[src/hw/itb_regs.svh]
/*
  port offsets, control word fields, status layout, reset values and
  synchroniser depth of the interval timer bus and counter core.
  assumes inclusion by bare name from the design files.
*/
`ifndef ITB_REGS_SVH
`define ITB_REGS_SVH

`define ITB_PORT_COUNTER0          2'h0
`define ITB_PORT_COUNTER1          2'h1
`define ITB_PORT_COUNTER2          2'h2
`define ITB_PORT_MODE_PROG         2'h3

`define ITB_CW_SELECT_MSB          7
`define ITB_CW_SELECT_LSB          6
`define ITB_CW_FORMAT_MSB          5
`define ITB_CW_FORMAT_LSB          4
`define ITB_CW_MODE_MSB            3
`define ITB_CW_MODE_LSB            1
`define ITB_CW_BCD_BIT             0

`define ITB_SELECT_READBACK        2'h3

`define ITB_FMT_LATCH              2'h0
`define ITB_FMT_LOW                2'h1
`define ITB_FMT_HIGH               2'h2
`define ITB_FMT_BOTH               2'h3

`define ITB_MODE_TERMINAL          3'h0
`define ITB_RATE_LOW_BITS          2'h2
`define ITB_SQUARE_LOW_BITS        2'h3

`define ITB_RB_COUNT_INHIBIT_BIT   5
`define ITB_RB_STATUS_INHIBIT_BIT  4
`define ITB_RB_SELECT_LSB          1

`define ITB_STATUS_OUT_BIT         7
`define ITB_STATUS_NULL_BIT        6

`define ITB_RESET_CTRL             6'h00
`define ITB_RESET_COUNT            16'h0000
`define ITB_RESET_PIN_IDLE         3'h7

`define ITB_SYNC_STAGES            2

`endif

[src/hw/itb_pkg.sv]
/*
  types of the interval timer bus and counter core: bus state machine,
  per-counter state and whole-core state.
  assumes nothing beyond a SystemVerilog compiler.
*/
package itb_pkg;

  typedef enum logic [2:0] {
    bus_idle  = 3'b001,
    bus_write = 3'b010,
    bus_read  = 3'b100
  } itb_bus_state_t;

  typedef struct packed {
    logic [5:0]  ctrl;
    logic [15:0] count;
    logic [7:0]  preset_holding_low;
    logic [7:0]  preset_holding_high;
    logic [15:0] snapshot_latch;
    logic        snap_held;
    logic [7:0]  status;
    logic        status_held;
    logic        null_count;
    logic        out;
    logic        wr_high_next;
    logic        rd_high_next;
    logic        load_pending;
    logic        clk_prev;
  } itb_chan_t;

  typedef struct packed {
    itb_bus_state_t  bus;
    logic [1:0]      addr;
    logic [7:0]      wdata;
    logic [7:0]      data_out;
    logic            data_oe;
    itb_chan_t [2:0] ch;
  } itb_core_t;

endpackage

[src/hw/itb_sync.sv]
/*
  multi-stage synchroniser for a group of pin inputs.
  assumes the pins change asynchronously to clk; only the last stage is read.
*/
`timescale 1ns/100ps
`include "itb_regs.svh"
module itb_sync #(
  parameter int                STAGES      = `ITB_SYNC_STAGES,
  parameter int                WIDTH       = 1,
  parameter logic [WIDTH-1:0]  RESET_VALUE = '0
) (
  input  wire logic             clk,
  input  wire logic             rst,
  input  wire logic [WIDTH-1:0] d,
  output logic      [WIDTH-1:0] q
);
  typedef struct packed {
    logic [STAGES-1:0][WIDTH-1:0] stage;
  } itb_sync_state_t;

  itb_sync_state_t state;
  itb_sync_state_t next_state;

  if (STAGES < 2) begin : g_check
    $error("itb_sync needs at least two stages");
  end

  always_comb begin
    next_state = state;
    next_state.stage = {state.stage[STAGES-2:0], d};
  end

  always_ff @(posedge clk) begin
    if (rst) begin
      state.stage <= {STAGES{RESET_VALUE}};
    end else begin
      state <= next_state;
    end
  end

  assign q = state.stage[STAGES-1];
endmodule

[src/hw/itb_core.sv]
/*
  host bus interface and three counter datapaths of the interval timer.
  assumes host strobes, address, data and counter pins are asynchronous
  to clk and are held for several clk periods; the data pin is resolved
  from data_out and data_oe outside this module.
*/
// How it works
// - strobes ignored unless chip select low
// - port select picks counter or control
// - port 11 write stores control word
// - control port never readable by host
// - byte-wide data path with output enable
// - three identical independent counter copies
// - sixteen-bit presettable down counter per counter
// - snapshot follows count, holds until read
// - snapshot read out one byte at time
// - reads return snapshot, never counter itself
// - writes fill preset bytes, never counter
// - both preset bytes loaded together later
// - control word clears both preset bytes
// - status captures control, output, null flag
// - host programs counters; reset state defined
// - control top bits pick counter or readback
// - format field latch, low, high, both
`timescale 1ns/100ps
`include "itb_regs.svh"
module itb_core #(
  parameter int NUM_COUNTERS = 3
) (
  input  wire logic       clk,
  input  wire logic       rst,
  input  wire logic       cs_n,
  input  wire logic       rd_n,
  input  wire logic       wr_n,
  input  wire logic [1:0] port_select,
  input  wire logic [7:0] data_in,
  output logic      [7:0] data_out,
  output logic            data_oe,
  input  wire logic [2:0] counter_clk,
  input  wire logic [2:0] counter_gate,
  output logic      [2:0] counter_out
);

  if (NUM_COUNTERS != 3) begin : g_check
    $error("port decode serves exactly three counters");
  end

  itb_pkg::itb_core_t state;
  itb_pkg::itb_core_t next_state;

  logic       cs_n_s;
  logic       rd_n_s;
  logic       wr_n_s;
  logic [1:0] port_s;
  logic [7:0] data_s;
  logic [2:0] clk_s;
  logic [2:0] gate_s;

  // every pin passes the synchroniser before any decode
  itb_sync #(
    .STAGES      (`ITB_SYNC_STAGES),
    .WIDTH       (19),
    .RESET_VALUE ({`ITB_RESET_PIN_IDLE, 16'h0000})
  ) u_pin_sync (
    .clk (clk),
    .rst (rst),
    .d   ({cs_n, rd_n, wr_n, port_select, data_in, counter_clk, counter_gate}),
    .q   ({cs_n_s, rd_n_s, wr_n_s, port_s, data_s, clk_s, gate_s})
  );

  function automatic logic [7:0] read_byte(input itb_pkg::itb_chan_t c);
    if (c.status_held) begin
      read_byte = c.status;
    end else if (c.rd_high_next) begin
      read_byte = c.snapshot_latch[15:8];
    end else begin
      read_byte = c.snapshot_latch[7:0];
    end
  endfunction

  function automatic logic [1:0] fmt_of(input logic [5:0] ctrl);
    fmt_of = ctrl[`ITB_CW_FORMAT_MSB:`ITB_CW_FORMAT_LSB];
  endfunction

  function automatic logic [2:0] mode_of(input logic [5:0] ctrl);
    mode_of = ctrl[`ITB_CW_MODE_MSB:`ITB_CW_MODE_LSB];
  endfunction

  always_comb begin
    logic                sel_act;
    logic                rd_act;
    logic                wr_act;
    logic                wr_commit;
    logic                rd_commit;
    logic [7:0]          cw;
    logic [1:0]          cw_sel;
    logic [1:0]          cw_fmt;
    logic [2:0]          program_cmd;
    logic [2:0]          latch_count;
    logic [2:0]          latch_status;
    logic [2:0]          count_we;
    logic [2:0]          read_done;
    logic                tick;
    logic                write_done;
    logic [2:0]          mode;
    logic [1:0]          fmt;
    itb_pkg::itb_chan_t  c;
    next_state   = state;
    sel_act      = 1'b0;
    rd_act       = 1'b0;
    wr_act       = 1'b0;
    wr_commit    = 1'b0;
    rd_commit    = 1'b0;
    cw           = state.wdata;
    cw_sel       = cw[`ITB_CW_SELECT_MSB:`ITB_CW_SELECT_LSB];
    cw_fmt       = cw[`ITB_CW_FORMAT_MSB:`ITB_CW_FORMAT_LSB];
    program_cmd  = 3'h0;
    latch_count  = 3'h0;
    latch_status = 3'h0;
    count_we     = 3'h0;
    read_done    = 3'h0;
    tick         = 1'b0;
    write_done   = 1'b0;
    mode         = 3'h0;
    fmt          = 2'h0;
    c            = state.ch[0];

    sel_act = ~cs_n_s;
    rd_act  = sel_act & ~rd_n_s;
    wr_act  = sel_act & ~wr_n_s;

    // access taken on strobe release, so the last stable byte is used
    case (state.bus)
      itb_pkg::bus_idle: begin
        if (wr_act) begin
          next_state.bus   = itb_pkg::bus_write;
          next_state.addr  = port_s;
          next_state.wdata = data_s;
        end else if (rd_act) begin
          next_state.bus  = itb_pkg::bus_read;
          next_state.addr = port_s;
        end
      end
      itb_pkg::bus_write: begin
        if (wr_act) begin
          next_state.wdata = data_s;
        end else begin
          wr_commit      = 1'b1;
          next_state.bus = itb_pkg::bus_idle;
        end
      end
      itb_pkg::bus_read: begin
        if (!rd_act) begin
          rd_commit      = 1'b1;
          next_state.bus = itb_pkg::bus_idle;
        end
      end
      default: begin
        next_state.bus = itb_pkg::bus_idle;
      end
    endcase

    // control word decode
    if (wr_commit && state.addr == `ITB_PORT_MODE_PROG) begin
      if (cw_sel == `ITB_SELECT_READBACK) begin
        for (int i = 0; i < 3; i++) begin
          if (cw[`ITB_RB_SELECT_LSB + i]) begin
            latch_count[i]  = ~cw[`ITB_RB_COUNT_INHIBIT_BIT];
            latch_status[i] = ~cw[`ITB_RB_STATUS_INHIBIT_BIT];
          end
        end
      end else begin
        for (int i = 0; i < 3; i++) begin
          if (cw_sel == 2'(i)) begin
            if (cw_fmt == `ITB_FMT_LATCH) begin
              latch_count[i] = 1'b1;
            end else begin
              program_cmd[i] = 1'b1;
            end
          end
        end
      end
    end

    for (int i = 0; i < 3; i++) begin
      if (wr_commit && state.addr == 2'(i)) begin
        count_we[i] = 1'b1;
      end
      if (rd_commit && state.addr == 2'(i)) begin
        read_done[i] = 1'b1;
      end
    end

    // identical logic per counter, no shared state between them
    for (int i = 0; i < 3; i++) begin
      c    = state.ch[i];
      mode = mode_of(c.ctrl);
      fmt  = fmt_of(c.ctrl);
      tick = clk_s[i] & ~c.clk_prev;
      next_state.ch[i].clk_prev = clk_s[i];

      if (tick) begin
        if (c.load_pending) begin
          // one transfer of both bytes, on the next counter clock
          next_state.ch[i].count        = {c.preset_holding_high, c.preset_holding_low};
          next_state.ch[i].load_pending = 1'b0;
          next_state.ch[i].null_count   = 1'b0;
        end else if (gate_s[i]) begin
          if ((mode[1:0] == `ITB_RATE_LOW_BITS || mode[1:0] == `ITB_SQUARE_LOW_BITS)
              && c.count == 16'h0001) begin
            next_state.ch[i].count = {c.preset_holding_high, c.preset_holding_low};
            if (mode[1:0] == `ITB_SQUARE_LOW_BITS) begin
              next_state.ch[i].out = ~c.out;
            end
          end else begin
            next_state.ch[i].count = c.count - 16'h0001;
          end
          // simplified waveforms: terminal high, rate pulse, strobe low at zero
          if (mode == `ITB_MODE_TERMINAL && c.count == 16'h0001) begin
            next_state.ch[i].out = 1'b1;
          end else if (mode[1:0] == `ITB_RATE_LOW_BITS) begin
            next_state.ch[i].out = (c.count != 16'h0002);
          end else if (mode[2] && !mode[1]) begin
            next_state.ch[i].out = (c.count != 16'h0001);
          end
        end
      end

      // snapshot follows the counter unless frozen
      if (!c.snap_held) begin
        next_state.ch[i].snapshot_latch = c.count;
      end
      if (latch_count[i] && !c.snap_held) begin
        next_state.ch[i].snap_held      = 1'b1;
        next_state.ch[i].snapshot_latch = c.count;
      end
      if (latch_status[i] && !c.status_held) begin
        next_state.ch[i].status      = {c.out, c.null_count, c.ctrl};
        next_state.ch[i].status_held = 1'b1;
      end

      // status byte goes out first, then the count bytes
      if (read_done[i]) begin
        if (c.status_held) begin
          next_state.ch[i].status_held = 1'b0;
        end else if (fmt == `ITB_FMT_BOTH) begin
          next_state.ch[i].rd_high_next = ~c.rd_high_next;
          if (c.rd_high_next) begin
            next_state.ch[i].snap_held = 1'b0;
          end
        end else begin
          next_state.ch[i].snap_held = 1'b0;
        end
      end

      // a count write completing the preset after the load in the same cycle keeps null set
      if (count_we[i]) begin
        if (c.wr_high_next) begin
          next_state.ch[i].preset_holding_high = state.wdata;
        end else begin
          next_state.ch[i].preset_holding_low = state.wdata;
        end
        write_done = (fmt != `ITB_FMT_BOTH) || c.wr_high_next;
        if (fmt == `ITB_FMT_BOTH) begin
          next_state.ch[i].wr_high_next = ~c.wr_high_next;
        end
        if (write_done) begin
          next_state.ch[i].load_pending = 1'b1;
          next_state.ch[i].null_count   = 1'b1;
        end
      end

      // programming overrides other updates on this counter except count, snapshot, status byte and clk_prev
      if (program_cmd[i]) begin
        next_state.ch[i].ctrl                = cw[5:0];
        next_state.ch[i].preset_holding_low  = 8'h00;
        next_state.ch[i].preset_holding_high = 8'h00;
        next_state.ch[i].wr_high_next        = (cw_fmt == `ITB_FMT_HIGH);
        next_state.ch[i].rd_high_next        = (cw_fmt == `ITB_FMT_HIGH);
        next_state.ch[i].null_count          = 1'b1;
        next_state.ch[i].load_pending        = 1'b0;
        next_state.ch[i].snap_held           = 1'b0;
        next_state.ch[i].status_held         = 1'b0;
        next_state.ch[i].out                 =
          (cw[`ITB_CW_MODE_MSB:`ITB_CW_MODE_LSB] != `ITB_MODE_TERMINAL);
      end
    end

    // output buffer enabled only for a selected counter read
    next_state.data_oe = (next_state.bus == itb_pkg::bus_read)
                         && (next_state.addr != `ITB_PORT_MODE_PROG);
    case (next_state.addr)
      `ITB_PORT_COUNTER0: next_state.data_out = read_byte(state.ch[0]);
      `ITB_PORT_COUNTER1: next_state.data_out = read_byte(state.ch[1]);
      `ITB_PORT_COUNTER2: next_state.data_out = read_byte(state.ch[2]);
      default:            next_state.data_out = 8'h00;
    endcase
  end

  // defined reset state even though software must still program each counter
  always_ff @(posedge clk) begin
    if (rst) begin
      state     <= '0;
      state.bus <= itb_pkg::bus_idle;
      for (int i = 0; i < 3; i++) begin
        state.ch[i].ctrl     <= `ITB_RESET_CTRL;
        state.ch[i].count    <= `ITB_RESET_COUNT;
        state.ch[i].clk_prev <= 1'b0;
      end
    end else begin
      state <= next_state;
    end
  end

  assign data_out = state.data_out;
  assign data_oe  = state.data_oe;

  always_comb begin
    for (int i = 0; i < 3; i++) begin
      counter_out[i] = state.ch[i].out;
    end
  end
endmodule

[config.mk]
export PLATFORM = sky130hd
export DESIGN_NAME = itb_core
export DESIGN_NICKNAME = d
export VERILOG_FILES = /design/src/hw/itb_pkg.sv /design/src/hw/itb_sync.sv /design/src/hw/itb_core.sv
export VERILOG_INCLUDE_DIRS = /design/src /design/src/hw
export SDC_FILE = /design/constraint.sdc
export NUM_CORES = 1
export LEC_CHECK = 0
export BUFFER_PORTS_ARGS = -buffer_cell sky130_fd_sc_hd__clkbuf_2
export CAP_MARGIN = 5
export CORE_MARGIN = 1.5
export CORE_UTILIZATION = 55
export DETAILED_ROUTE_END_ITERATION = 8
export HOLD_SLACK_MARGIN = 0.02
export PLACE_DENSITY = 0.72
export SKIP_CTS_REPAIR_TIMING = 1
export SLEW_MARGIN = 20
export SYNTH_ARGS = -nofsm -noshare
export SYNTH_HDL_FRONTEND = slang
export SYNTH_SLANG_ARGS = --single-unit
export TNS_END_PERCENT = 20
[constraint.sdc]
create_clock -name clk -period 2.95 [get_ports clk]
set_input_delay 0.7375 -clock clk [delete_from_list [all_inputs] [get_ports clk]]
set_output_delay 0.7375 -clock clk [all_outputs]
set_load 0.005 [all_outputs]
# Word level (Yosys, flattened, before mapping)
# Cells that the tools add are included.
dict set report totals {
  wordCells 350
  regBits 270
  input_bits 21
}
dict set report classes {
  reduce_logical 93
  add_sub_neg 3
  n_mux 139
  bitwise 22
  n_eq_ne 44
}
# operator count
set ops {}
lappend ops {{two-way mux 16 bit} 12}
lappend ops {{two-way mux 1 bit} 99}
lappend ops {{two-way mux 17 bit} 3}
lappend ops {{== test 16 x 1 -> 1 bit, second input constant} 3}
lappend ops {{two-way mux 8 bit} 6}
lappend ops {{!= test 16 x 1 -> 1 bit, second input constant} 3}
lappend ops {{!= test 16 x 2 -> 1 bit, second input constant} 3}
lappend ops {{subtractor 16 x 1 -> 16 bit, second input constant} 3}
lappend ops {{nonzero test 2 bit} 18}
lappend ops {{== test 2 bit, second input constant} 15}
lappend ops {{nonzero test 5 bit} 6}
lappend ops {{AND reduction 2 bit} 13}
lappend ops {{two-way mux 5 bit} 5}
lappend ops {{two-way mux 3 bit} 8}
lappend ops {{one-hot mux 8 bit (3 select lines)} 1}
lappend ops {{logical AND 1 bit} 23}
lappend ops {{!= test 2 x 1 -> 1 bit, second input constant} 9}
lappend ops {{inverter 1 bit} 17}
lappend ops {{AND reduction 5 bit} 3}
lappend ops {{zero test 1 bit} 9}
lappend ops {{zero test 3 bit} 3}
lappend ops {{one-hot mux 3 bit (3 select lines)} 1}
lappend ops {{AND reduction 3 bit} 3}
lappend ops {{zero test 2 bit} 4}
lappend ops {{10 further kinds} 31}

# Depth between registers and ports, before layout
dict set report depth {
  ltp_word 13
  mapped_depth 9
}

# By module
# A second synthesis with hierarchy kept.
dict set report unflattened {
  cells_unflattened 1373
  hier_area_um2 11908.9
}
# module cells_per_inst n_inst seq_area_each_um2 area_each_um2
set modules_own_cells {}
lappend modules_own_cells {itb_core 1293 1 4644.5 10877.9}
lappend modules_own_cells {itb_sync 80 1 760.7 1031.0}

# Worst setup path before layout
# Ideal clock, no wire load.
dict set report synth_path {
  kind {register to register}
  startpoint {register state[189] in the netlist's numbering}
  endpoint {register state[203] in the netlist's numbering}
  period_less_slack_ns 2.054
  setup_time_ns 0.074
  arrival_time_ns 1.979
  setup_slack_ns 0.896
  t_required_ns 2.876
  path_stages_with_launch 9
  path_cell_list {dfxtp_1 -> inv_1 -> ha_1 -> nor4bb_1 -> and4bb_1 -> buf_6 -> or2_4 -> or4_1 -> a31oi_1}
}
dict set report synth_via {
  elab_chain_cells 5
  word_cells_on_any_way 6
  classes_between {1 x add/sub; 1 x eq/ne; 3 x mux; 1 x reduce/logical}
}
# item line
set synth_lines {}
lappend synth_lines {{from (decl)} itb_core.sv:48} ;# itb_pkg::itb_core_t state;
lappend synth_lines {{from (signal assigned)} itb_core.sv:311} ;# state <= next_state;
lappend synth_lines {{branches (longest 2 deep; another with subtractor 16 x 1 -> 16 bit)} --}
lappend synth_lines {{two-way mux 16 bit (*)} itb_core.sv:209} ;# if ((mode[1:0] == `ITB_RATE_LOW_BITS || mode[1:0] == `ITB_SQUARE_LOW_BITS)
lappend synth_lines {{two-way mux 16 bit (*)} itb_core.sv:208} ;# end else if (gate_s[i]) begin
lappend synth_lines {{two-way mux 16 bit (*)} itb_core.sv:203} ;# if (c.load_pending) begin
# Every way passes the cells marked *. The select of a mux whose other input is x is not followed.
# A chain may end at the register's enable or synchronous reset.

# Worst setup path after layout
dict set report layout_path {
  startpoint {register state[49] in the netlist's numbering}
  endpoint {register state[58] in the netlist's numbering}
}
# Same word-level chain as after synthesis.

==> results.tsv <==
stage	metric	value	unit
global_routing	grt_max_degree	117	
worst_setup_path	cp.arrival	3020	ps
global_routing	antenna_found_initial	0	
die	start_util	55.87	%
drt	via_per_inst	5.987	
global_routing	grtUsageTotal	27.05	%
die	core	21760	sq um
hold_path	holdPathStages	2	
hold_path	hold_path_end	u_pin_sync.next_state[36]$_SDFF_PP1_	
layout	fin_util	62.41	%
power_and_ir_drop	total_power	7.975	mW
logic_synthesis	synth_common_cells	dfxtp_1 (270), nor2_1 (204), mux2i_1 (152)	
logic_synthesis	async_flop_share	0	%
worst_setup_path	worst_setup_path_start_kind	register	
sta	min_period	2587	ps
placement	gp_congestion	0.9011	
die	die-area	23000	sq um
layout	fin_cells	1696	
layout	drive_above_1_share	11.37	%
sta	worst_pin_slew	997.4	ps
layout	syn_to_final_growth	11.69	%
sta	drv_slew	0	
cts	clockBufferDepth	3	
drt	drtIter0Drc	826	
layout	n_antenna_cell	0	
cts	clockRootBuffer	clkbuf_16	
logic_synthesis	avgSynthCellArea	8.720	sq um
logic_synthesis	synth-edff-count	0	
die	die_h	151.7	um
cts	clk_pin_slew	60	ps
worst_setup_path	r2r_start	state[49]$_SDFFE_PP0P_	
drt	remaining_drc_errors	0	
logic_synthesis	yosys_warnings	0	
logic_synthesis	synth_seq_area_share	44.47	%
cts	cts_buffers	30	
sta	fin_crit_sh	87.69	%
worst_setup_path	crit_required	3390	ps
global_routing	grt_pass1_vias	9089	
worst_setup_path	worstSetupPathType	register to register	
drt	wire_per_inst	18.39	um
logic_synthesis	synthCells	1394	
worst_setup_path	reg2reg_slack	360	ps
hold_path	hold_path.class	input port to register	
die	num_io_pins	33	
status	status	finished clean	
power_and_ir_drop	powerDensity	587.4	nW/um^2
logic_synthesis	synth_ff_type	dfxtp_1	
drt	dr.pass1.iters	5	
logic_synthesis	syn_nets	1424	
sta	setup_tns	0	ps
power_and_ir_drop	ir_worst_vdd	649.8	uV
sta	finClkSkew	11.91	ps
die	fp.dieW	151.7	um
cts	cts_tree	done	
die	num_rows	54	
sta	slew_headroom	33.41	%
logic_synthesis	synth_top_cell_area_share	44.47	%
power_and_ir_drop	leakagePower	5.216	nW
logic_synthesis	synth_largest_area_cell	dfxtp_1	
global_routing	grt_pass1_wl	49350	um
placement	dp_hpwl	21520	um
logic_synthesis	post_synth_num_cell_types	70	
hold_path	hp-start	rd_n	
sta	setup_viol	0	
logic_synthesis	synth_most_common_cell	dfxtp_1	
worst_setup_path	path_max_fanout	31	
cts	clock_latency	550	ps
logic_synthesis	synthTopCellsByArea	dfxtp_1 (44%), mux2i_1 (13%), nor2_1 (6.3%)	
placement	io_buffer_count	32	
sta	hold_viol	0	
worst_setup_path	worstSetupEndpointType	register	
global_routing	grt-ovfl-total	0	
logic_synthesis	synth_seq_cells	270	
sta	rsz0062_at_grt	false	
worst_setup_path	reg2reg_to	state[58]$_SDFFE_PP0P_	
drt	postRouteAntennaNets	0	
drt	vias	10150	
logic_synthesis	netlist_area	12160	sq um
placement	post-place-cells	1640	
job	maxCapViolations	0	
cts	cts_sinks	270	
cts	htreeDepth	1	
sta	fmax	0.3866	GHz
worst_setup_path	reg2reg_depth	6	
layout	fin_nets	1422	
drt	routed_wl	31190	um
metrics by stage:
stage	setup slack [ps]	hold slack, ps	area (sq um)
2_1_floorplan	896.5	389.5	12160
3_3_place_gp	585.3	397.9	12510
3_5_place_dp	457.1	393.6	12510
4_1_cts	395.2	363.1	13580
5_1_grt	140.3	372.4	13580
6_report	363.2	385.3	13580
layer usage:
metal | vias to the layer above | global-route usage (%) | wire length [um]
met5 | - | 0 | 0
met4 | 0 | 10.48 | 1236
met3 | 70 | 3.802 | 1794
met2 | 321 | 43.17 | 14250
met1 | 4870 | 37.00 | 13910
li1 | 4893 | - | -
worst max path at each step:
stage,cells past startpoint,from,end
after floorplan,8,state[189]$_SDFFE_PP0P_,state[203]$_SDFFE_PP0P_
after global placement,7,state[49]$_SDFFE_PP0P_,state[55]$_SDFFE_PP0P_
after detailed placement,6,state[49]$_SDFFE_PP0P_,state[58]$_SDFFE_PP0P_
after CTS,6,state[49]$_SDFFE_PP0P_,state[58]$_SDFFE_PP0P_
after global routing,6,state[49]$_SDFFE_PP0P_,state[58]$_SDFFE_PP0P_
final,6,state[49]$_SDFFE_PP0P_,state[58]$_SDFFE_PP0P_
kinds of logic after synthesis:
| family | share of synthesized area, % |
|---|---|
| compound gates | 12.58 |
| xor+xnor | 0.5764 |
| fa+ha+maj | 0.9264 |
| buf+inv | 5.023 |
| flops | 44.47 |
| mux | 12.89 |
| simple gates | 23.54 |
area by class of cell:
type / instances / area (sq um)
Clock inverter: 14 / 215.2
Inverter: 21 / 78.83
Tap cell: 280 / 350.3
Timing Repair Buffer: 79 / 531.8
Sequential cell: 270 / 5405
Clock buffer: 42 / 855.8
Fill cell: 1860 / 8179
Multi-Input combinational cell: 990 / 6140
power by group:
group / internal [mW] / switching [mW] / leakage (nW)
Combinational: 0.113 / 0.183 / 2.51
Sequential: 3.69 / 0.0287 / 2.18
Clock: 2.46 / 1.50 / 0.521
Total: 6.26 / 1.72 / 5.22
flip-flops by register name, summed over array words and instances (netlist names):
name	flops
data_oe	1
state	220
u_pin_sync.next_state	19
counter_out	3
u_pin_sync.q	19
data_out	8
critical path, stage by stage (launching register included):
cell and delay [ps]:
dfxtp_1 360, inv_1 100, ha_1 160, nor4bb_1 440, a41o_1 860, a211oi_1 150
a2111oi_0 400
cell usage in the layout (no fill, tap or decap), types with 5 or more instances in the layout:
cell       Yosys  routed
o31ai_1        7       7
a31oi_1       23      23
nor3_1        22      22
nand2b_1       9       9
nor4_1        27      27
clkbuf_16      0      30
or2_2         10      10
o21ai_0       40      40
buf_4         11      46
a221oi_1       5       5
or4_1         13      13
a21oi_1       97      97
nor2_1       204     204
nor2b_1       44      44
a211oi_1       6       6
nor3b_1        5       5
o32ai_1       12      12
clkbuf_1      70       6
or3_1          6       6
nand3_1       69      69
clkbuf_8       0       6
nand3b_1      12      12
o22ai_1       12      12
inv_1         21      21
and2_1         7       7
o21a_1        11      11
ha_1           9       9
mux2i_1      152     152
clkbuf_2       1      31
nand4_1        6       6
dfxtp_1      270     270
bufinv_16      0       5
clkinv_2       0       5
nand2_1      105     105
(Power assumes the default switching activity.)
